### config.mk
export PLATFORM = sky130hd
export DESIGN_NAME = spibc_top
export DESIGN_NICKNAME = d
export VERILOG_FILES = /design/src/logic/spibc_top.v
export VERILOG_INCLUDE_DIRS = /design/src /design/src/logic
export SDC_FILE = /design/constraint.sdc
export NUM_CORES = 1
export LEC_CHECK = 0
export BUFFER_PORTS_ARGS = -buffer_cell sky130_fd_sc_hd__buf_4
export CAP_MARGIN = 20
export CELL_PAD_IN_SITES_DETAIL_PLACEMENT = 1
export CELL_PAD_IN_SITES_GLOBAL_PLACEMENT = 1
export CORE_MARGIN = 2
export CORE_UTILIZATION = 43
export DETAILED_ROUTE_END_ITERATION = 10
export PLACE_DENSITY = 0.81
export SYNTH_ARGS = -nofsm -noshare
export SYNTH_HDL_FRONTEND = slang
export SYNTH_SLANG_ARGS = --single-unit
### constraint.sdc
create_clock -name sys_clk -period 2.9 [get_ports sys_clk]
set_input_delay 0.58 -clock sys_clk [delete_from_list [all_inputs] [get_ports sys_clk]]
set_output_delay 0.58 -clock sys_clk [all_outputs]
set_load 0.01 [all_outputs]
### src/logic/spibc_defines.vh
// Offsets, field positions, reset values and timing counts of the serial port register slice
`ifndef SPIBC_DEFINES_VH
`define SPIBC_DEFINES_VH
// ==========================================
// Register offsets
`define SPIBC_OFS_CTRL      8'h00
`define SPIBC_OFS_BAUD      8'h0c
`define SPIBC_OFS_MINPL     8'h0e
`define SPIBC_OFS_ENCLR     8'h14
`define SPIBC_OFS_ENSET     8'h16
`define SPIBC_OFS_FLAGS     8'h18
`define SPIBC_OFS_FLCLR     8'h1a
// ==========================================
// Control fields
`define SPIBC_CTRL_SRATE    0
`define SPIBC_CTRL_IRSEL    1
`define SPIBC_CTRL_SOFDET   2
`define SPIBC_CTRL_MASK     3'h7
// ==========================================
// Interrupt bit layout
`define SPIBC_IRQ_ERROR     7
`define SPIBC_IRQ_RSVD      6
`define SPIBC_IRQ_BREAK     5
`define SPIBC_IRQ_CTSCHG    4
`define SPIBC_IRQ_RXSTART   3
`define SPIBC_IRQ_RXDONE    2
`define SPIBC_IRQ_TXDONE    1
`define SPIBC_IRQ_TXEMPTY   0
`define SPIBC_IRQ_MASK      8'hbf
`define SPIBC_EVT_MASK      8'hb7
// ==========================================
// Baud layout
`define SPIBC_FRAC_HI       15
`define SPIBC_FRAC_LO       13
`define SPIBC_FINT_HI       12
// ==========================================
// Reset values
`define SPIBC_RST_BAUD      16'h0000
`define SPIBC_RST_MINPL     8'h00
`define SPIBC_RST_EN        8'h00
`define SPIBC_RST_CTRL      3'h0
// ==========================================
// Serial engine clock: period in ns and divider count at 4 ns
`define SPIBC_SYS_PER_NS    4
`define SPIBC_SERIAL_ENGINE_CLOCK_PERIOD_NS     16
`define SPIBC_SE_DIV        (`SPIBC_SERIAL_ENGINE_CLOCK_PERIOD_NS / `SPIBC_SYS_PER_NS)
`define SPIBC_PLEN_MAX      9'h1ff
`endif

### src/logic/spibc_top.v
// Serial port register slice: baud, infrared pulse filter, interrupt enables and flags
//
// Functional notes
// (RULE1) Rate select clear: whole baud is integer
// (RULE2) Rate select set: three fraction, thirteen integer
// (RULE3) Infrared pulse accepted if length at least setting+1
// (RULE4) Clear register write clears enables written one
// (RULE5) Set register write sets enables written one
// (RULE6) Both enable registers read one shared state
// (RULE7) Enable layout: error7 break5 cts4 rxs3 rxc2 txc1 dre0
// (RULE8) Bit six reserved, reads zero, write zero
// (RULE9) Source interrupts only while its enable reads one
// (RULE10) Encoding select: zero plain, one infrared filtered
// (RULE11) Start seen with detect enabled sets receive start
// (RULE12) Interrupt line ORs every flag and enable pair
`timescale 1ns/1ps
`include "spibc_defines.vh"

module spibc_top (
	// Clock and reset
	input  wire        sys_clk,
	input  wire        nrst,
	// Register port
	input  wire [7:0]  reg_addr,
	input  wire [15:0] reg_wdata,
	input  wire        reg_wr,
	input  wire        reg_rd,
	output reg  [15:0] reg_rdata_ff,
	// Serial receive line and event sources
	input  wire        rx_line,
	input  wire [7:0]  evt_in,
	// Clock generation settings
	output reg  [15:0] baud_int_ff,
	output reg  [2:0]  baud_frac_ff,
	output reg         frac_mode_ff,
	// Receiver side
	output reg         rx_data_ff,
	output reg         ir_pulse_ok_ff,
	output reg         se_tick_ff,
	// Interrupt
	output reg         irq_ff
);

	// ==========================================
	// Helpers
	function [7:0] spibc_apply;
		input [7:0] cur;
		input [7:0] bits;
		input       set;
		begin
			if (set) begin
				spibc_apply = (cur | bits) & `SPIBC_IRQ_MASK;
			end else begin
				spibc_apply = cur & ~bits;
			end
		end
	endfunction

	function hit;
		input [7:0] addr;
		input [7:0] ofs;
		begin
			hit = (addr == ofs);
		end
	endfunction

	function [15:0] spibc_int_part;
		input [15:0] val;
		input        frac;
		begin
			if (frac) begin
				spibc_int_part = {3'h0, val[`SPIBC_FINT_HI:0]};
			end else begin
				spibc_int_part = val;
			end
		end
	endfunction

	function [2:0] spibc_frac_part;
		input [15:0] val;
		input        frac;
		begin
			if (frac) begin
				spibc_frac_part = val[`SPIBC_FRAC_HI:`SPIBC_FRAC_LO];
			end else begin
				// Arithmetic mode has no fraction; a zero keeps the generator sum plain
				spibc_frac_part = 3'h0;
			end
		end
	endfunction

	// ==========================================
	// State
	reg [2:0]  ctrl_ff;
	reg [15:0] baud_ff;
	reg [7:0]  minpl_ff;
	reg [7:0]  en_ff;
	reg [7:0]  flags_ff;
	reg [7:0]  div_ff;
	reg        rx_prev_ff;
	reg [8:0]  plen_ff;

	reg [2:0]  nxt_ctrl;
	reg [15:0] nxt_baud;
	reg [7:0]  nxt_minpl;
	reg [7:0]  nxt_en;
	reg [7:0]  nxt_flags;
	reg [7:0]  nxt_set;
	reg [7:0]  nxt_clr;
	reg [15:0] nxt_rdata;
	reg [8:0]  nxt_plen;
	reg        nxt_ok;

	wire       ir_mode = ctrl_ff[`SPIBC_CTRL_IRSEL];
	wire       sof_det_en = ctrl_ff[`SPIBC_CTRL_SOFDET];
	wire       start_seen = rx_prev_ff & ~rx_line;
	wire [8:0] plen_min = {1'b0, minpl_ff} + 9'h001;

	// ==========================================
	// Register writes
	always @* begin
		nxt_ctrl = ctrl_ff;
		nxt_baud = baud_ff;
		nxt_minpl = minpl_ff;
		nxt_en = en_ff;
		nxt_clr = 8'h00;
		if (reg_wr) begin
			if (hit(reg_addr, `SPIBC_OFS_CTRL)) begin
				nxt_ctrl = reg_wdata[2:0] & `SPIBC_CTRL_MASK;
			end
			if (hit(reg_addr, `SPIBC_OFS_BAUD)) begin
				nxt_baud = reg_wdata;
			end
			if (hit(reg_addr, `SPIBC_OFS_MINPL)) begin
				nxt_minpl = reg_wdata[7:0];
			end
			if (hit(reg_addr, `SPIBC_OFS_ENCLR)) begin
				nxt_en = spibc_apply(en_ff, reg_wdata[7:0], 1'b0); // RULE4
			end
			if (hit(reg_addr, `SPIBC_OFS_ENSET)) begin
				nxt_en = spibc_apply(en_ff, reg_wdata[7:0], 1'b1); // RULE5
			end
			if (hit(reg_addr, `SPIBC_OFS_FLCLR)) begin
				nxt_clr = reg_wdata[7:0];
			end
		end
	end

	// ==========================================
	// Sticky flags; a set in the clearing cycle wins
	always @* begin
		nxt_set = evt_in & `SPIBC_EVT_MASK;
		nxt_set[`SPIBC_IRQ_RXSTART] = start_seen & sof_det_en; // RULE11
		nxt_flags = ((flags_ff & ~nxt_clr) | nxt_set) & `SPIBC_IRQ_MASK;
	end

	// ==========================================
	// Read mux; enable storage shared by both views
	always @* begin
		nxt_rdata = 16'h0000;
		case (reg_addr)
			`SPIBC_OFS_CTRL: begin
				nxt_rdata = {13'h0000, ctrl_ff};
			end
			`SPIBC_OFS_BAUD: begin
				nxt_rdata = baud_ff;
			end
			`SPIBC_OFS_MINPL: begin
				nxt_rdata = {8'h00, minpl_ff};
			end
			`SPIBC_OFS_ENCLR, `SPIBC_OFS_ENSET: begin
				nxt_rdata = {8'h00, en_ff & `SPIBC_IRQ_MASK}; // RULE6 RULE7 RULE8
			end
			`SPIBC_OFS_FLAGS: begin
				nxt_rdata = {8'h00, flags_ff};
			end
			default: begin
				nxt_rdata = 16'h0000;
			end
		endcase
	end

	// ==========================================
	// Infrared pulse length filter, counted in serial engine ticks
	always @* begin
		nxt_plen = plen_ff;
		nxt_ok = 1'b0;
		if (rx_line) begin
			nxt_plen = 9'h000;
			// Judged at the rising end so a long pulse counts only once
			if (ir_mode && !rx_prev_ff && plen_ff >= plen_min) begin
				nxt_ok = 1'b1; // RULE3 RULE10
			end
		end else if (se_tick_ff && plen_ff != `SPIBC_PLEN_MAX) begin
			nxt_plen = plen_ff + 9'h001;
		end
	end

	// ==========================================
	// Configuration registers
	always @(posedge sys_clk or negedge nrst) begin
		if (!nrst) begin
			ctrl_ff <= `SPIBC_RST_CTRL;
			baud_ff <= `SPIBC_RST_BAUD;
			minpl_ff <= `SPIBC_RST_MINPL;
		end else begin
			ctrl_ff <= nxt_ctrl;
			baud_ff <= nxt_baud;
			minpl_ff <= nxt_minpl;
		end
	end

	// ==========================================
	// Enables and sticky flags
	always @(posedge sys_clk or negedge nrst) begin
		if (!nrst) begin
			en_ff <= `SPIBC_RST_EN;
			flags_ff <= 8'h00;
		end else begin
			en_ff <= nxt_en;
			flags_ff <= nxt_flags;
		end
	end

	// ==========================================
	// Read port
	// Data stand one cycle only, so a stale word never looks like a fresh read
	always @(posedge sys_clk or negedge nrst) begin
		if (!nrst) begin
			reg_rdata_ff <= 16'h0000;
		end else begin
			if (reg_rd) begin
				reg_rdata_ff <= nxt_rdata;
			end else begin
				reg_rdata_ff <= 16'h0000;
			end
		end
	end

	// ==========================================
	// Serial engine tick divider
	always @(posedge sys_clk or negedge nrst) begin
		if (!nrst) begin
			div_ff <= 8'h00;
			se_tick_ff <= 1'b0;
		end else begin
			if (div_ff == (`SPIBC_SE_DIV - 1)) begin
				div_ff <= 8'h00;
				se_tick_ff <= 1'b1;
			end else begin
				div_ff <= div_ff + 8'h01;
				se_tick_ff <= 1'b0;
			end
		end
	end

	// ==========================================
	// Receive line history and pulse counter
	always @(posedge sys_clk or negedge nrst) begin
		if (!nrst) begin
			// Idle level, so no false start follows reset
			rx_prev_ff <= 1'b1;
			plen_ff <= 9'h000;
		end else begin
			rx_prev_ff <= rx_line;
			plen_ff <= nxt_plen;
		end
	end

	// ==========================================
	// Clock generation settings
	always @(posedge sys_clk or negedge nrst) begin
		if (!nrst) begin
			baud_int_ff <= 16'h0000;
			baud_frac_ff <= 3'h0;
			frac_mode_ff <= 1'b0;
		end else begin
			frac_mode_ff <= nxt_ctrl[`SPIBC_CTRL_SRATE];
			baud_int_ff <= spibc_int_part(nxt_baud, nxt_ctrl[`SPIBC_CTRL_SRATE]); // RULE1 RULE2
			baud_frac_ff <= spibc_frac_part(nxt_baud, nxt_ctrl[`SPIBC_CTRL_SRATE]); // RULE2
		end
	end

	// ==========================================
	// Receiver outputs
	always @(posedge sys_clk or negedge nrst) begin
		if (!nrst) begin
			rx_data_ff <= 1'b1;
			ir_pulse_ok_ff <= 1'b0;
		end else begin
			// Plain mode passes the line; infrared mode leaves it idle
			rx_data_ff <= ir_mode ? 1'b1 : rx_line; // RULE10
			ir_pulse_ok_ff <= nxt_ok;
		end
	end

	// ==========================================
	// Interrupt line
	always @(posedge sys_clk or negedge nrst) begin
		if (!nrst) begin
			irq_ff <= 1'b0;
		end else begin
			irq_ff <= |(nxt_flags & nxt_en); // RULE9 RULE12
		end
	end

endmodule // spibc_top

==> summary.md <==
| Metric | Value |
|---|---|
| I/O Buffers | `74` |
| Dpl hpwl | `7000 um` |
| Worst path bufs/invs | `1` |
| Total number of vias | `2718` |
| Die Height | `98.6 um` |
| Postcts setup bufs | `0` |
| Met3 Use GR | `4.26%` |
| Critical path type | `in -> reg` |
| Hold crit path type | `in -> async` |
| Die area | `9720 um^2` |
| Total grt overflow | `0` |
| Area growth syn-to-layout | `21.3%` |
| Critical Path End Type | `flip-flop` |
| # clock sinks | `85` |
| Final setup fails | `0` |
| I/O pin cnt | `77` |
| Vias in the first global route | `2869` |
| Worst-skew pair later-pin latency | `360 ps` |
| Total chip power | `2330 uW` |
| Register area share after synthesis | `55.4%` |
| Fill cell count | `949` |
| Seq pwr share | `53.6%` |
| Share of layout cells above drive strength 1 | `34.8%` |
| DRC viols | `0` |
| # diodes | `0` |
| GRT Resource Usage Total | `20.3%` |
| Core area | `8680 um^2` |
| Fin. Hold Viols | `0` |
| Power share of the combinational group | `8.2%` |
| Hold Slack | `195 ps` |
| R2R cell count | `10` |
| Largest net degree at the start of global routing | `45` |
| Mapped Cells | `320` |
| Synth warn | `0` |
| CP max-delay cell | `or4_1` |
| RR Startpoint | `minpl_ff[0]` |
| CP max stage delay | `510 ps` |
| Netlist Area Pre-Place | `3850 um^2` |
| Met1 usage | `26.4%` |
| EDFF count, synth | `0` |
| Req. time, crit path | `3130 ps` |
| Critical Path Source Type | `primary input` |
| Syn_nets | `370` |
| Leading cell type in the layout, fill and taps excluded | `dfrtp_1` |
| Die W | `98.6 um` |
| Maximum fanout along the worst path | `7` |
| Clock Skews | `8.52 ps` |
| Crit-path cells | `buf_4, nor4b_4, and3_1, nand2_2, mux2_4, a22o_1, or4_1` |
| Pwr Density | `499 nW/um^2` |
| Most frequent cells in the layout | `dfrtp_1 (83), buf_4 (82), mux2_2 (28), nand2_1 (24), nor2_1 (18)` |
| Max_cap viols | `0` |
| Worst slack, placed | `137 ps` |
| Avg WL per Cell | `18.8 um` |
| Sw Share | `24.9%` |
| P_sw | `580 uW` |
| RSZ-0062 raised after global routing | `false` |
| Maximum VDD drop | `212 uV` |
| Final #Nets | `442` |
| Maximum clock rate | `0.422 GHz` |
| Met2 GRT Util | `34.0%` |
| Crit path max-delay family | `simple AND/OR/NAND/NOR gates` |
| Dominant cell type by area after synthesis | `dfrtp_1` |
| Max Slew Vio Count | `0` |
| Num rows | `34` |
| Minimum clock period | `2370 ps` |
| GRT busiest layer | `met2` |
| Yosys top cell area share | `54.0%` |
| Antenna viol nets, final | `0` |
| First-pass GRT wire length | `15200 um` |
| Pleak | `0.00231 uW` |
| Final setup TNS | `0 ps` |
| Reg-to-Reg End | `ir_pulse_ok_ff` |
| Design Area, Final | `4660 um^2` |
| Hold Buf Count CTS | `0` |
| Clock Power Share | `38.2%` |
| Async set-reset flop share out of synthesis | `100%` |
| First DRT Iteration DRCs | `109` |
| H-tree Lvls | `3` |
| Root buffer cell | `clkbuf_8` |
| Actual slew at the worst max-slew pin | `570 ps` |
| CTS tree | `yes` |
| Worst-path clk slew | `80 ps` |
| Outcome | `complete, no violations` |
| DRT Pass-1 Iters | `6` |
| RePlAce Congestion | `0.811` |
| Gates resized, CTS repair | `0` |
| Cell variety after synth | `43` |
| CTS max path bufs | `2` |
| Initial core utilization | `44.3%` |
| Dominant synthesized flop cell | `dfrtp_1` |
| Slew margin rel. | `61.7%` |
| TritonCTS buffer count | `9` |
| Post-route setup slack | `533 ps` |
| Fin crit share | `81.6%` |
| Synthesized flop and latch total | `85` |
| Routed WL | `9470 um` |
| Worst R2R Setup Slack | `600 ps` |
| Via density | `5.38` |
| CP Data Arrival Time | `2600 ps` |
| Avg Inst Size Synth | `12.0 um^2` |
| Placed inst area | `4460 um^2` |
| Power Internal | `1750 uW` |
| Top cells by area, synth | `dfrtp_1 (54%), mux2_2 (8.2%), ha_1 (4.2%), buf_4 (2.7%), a22oi_1 (2.3%)` |
| Initial antenna violation count | `0` |
-- power by group through the flow --
stage / clock network (uW) / logic [uW] / registers, uW
6_report: 890 / 191 / 1250
5_1_grt: 965 / 211 / 1250
2_1_floorplan: 0 / 84.5 / 1260
3_5_place_dp: 0 / 193 / 1270
4_1_cts: 901 / 195 / 1250
3_3_place_gp: 0 / 187 / 1270
-- per-layer routing --
metal / vias to the layer above / part of all wire [%]
met5: - / 0
li1: 1266 / -
met1: 1372 / 44
met3: 11 / 4.6
met2: 69 / 50
met4: 0 / 1.5
-- synthesized netlist by cell type (all sizes together), types with 2 or more instances --
master and instances:
a22o 3, a211oi 2, mux2i 6, clkbuf 5, a22oi 12, nor2b 6, nand3 11, xnor2 9
or3 2, inv 7, buf 16, and3 13, mux2 30, a222oi 3, a21oi 11, xor2 8
nor4 3, or2 2, and2 2, o21ai 3, nand2 26, dfrtp 83, a21o 8, nor2 18
dfstp 2, ha 13, nand4 3, nor3 3
-- logic make-up after synthesis --
group	after synthesis	synth area share [%]
buffers and inverters	28	4.33
AND/OR/NAND/NOR	95	13.2
flip-flops	85	55.4
XOR/XNOR	17	3.87
adder cells (fa/ha/maj)	13	4.23
AO/OA/AOI/OAI	46	8.43
multiplexers	36	10.5
-- area by class of cell --
class	instances	area, um^2	area share (%)
well taps	108	135	2.90
flip-flops and latches	85	2130	45.7
repair buffers	82	616	13.2
multi-input cells	207	1550	33.2
clock inverters	5	66.3	1.42
inverters	7	26.3	0.563
clock buffers	11	141	3.03
-- state kept, by name, indices dropped and copies added (netlist names), 3 cells and up --
signal        cells
reg_rdata_ff     16
div_ff            8
flags_ff          7
ctrl_ff           3
plen_ff           9
en_ff             7
baud_ff           3
minpl_ff          8
baud_int_ff      16
baud_frac_ff      3
-- worst max-delay path by stage --
| stage | startpoint | endpoint | slack (ps) | depth (start not counted) |
|---|---|---|---|---|
| after floorplan | reg_addr[0] | irq_ff | 540 | 8 |
| after global placement | reg_addr[5] | irq_ff | 220 | 7 |
| after detailed placement | reg_addr[5] | irq_ff | 140 | 7 |
| after CTS | reg_addr[5] | irq_ff | 530 | 7 |
| after global routing | reg_addr[5] | irq_ff | 430 | 7 |
| final | reg_addr[5] | irq_ff | 530 | 7 |
-- metrics by stage --
step / util (%) / std cells
2_1_floorplan: - / 320
3_3_place_gp: 51.4 / 489
3_5_place_dp: 51.4 / 489
4_1_cts: 53.7 / 505
5_1_grt: 53.7 / 505
6_report: 53.7 / 505
Power figures use the tool's default switching activity.
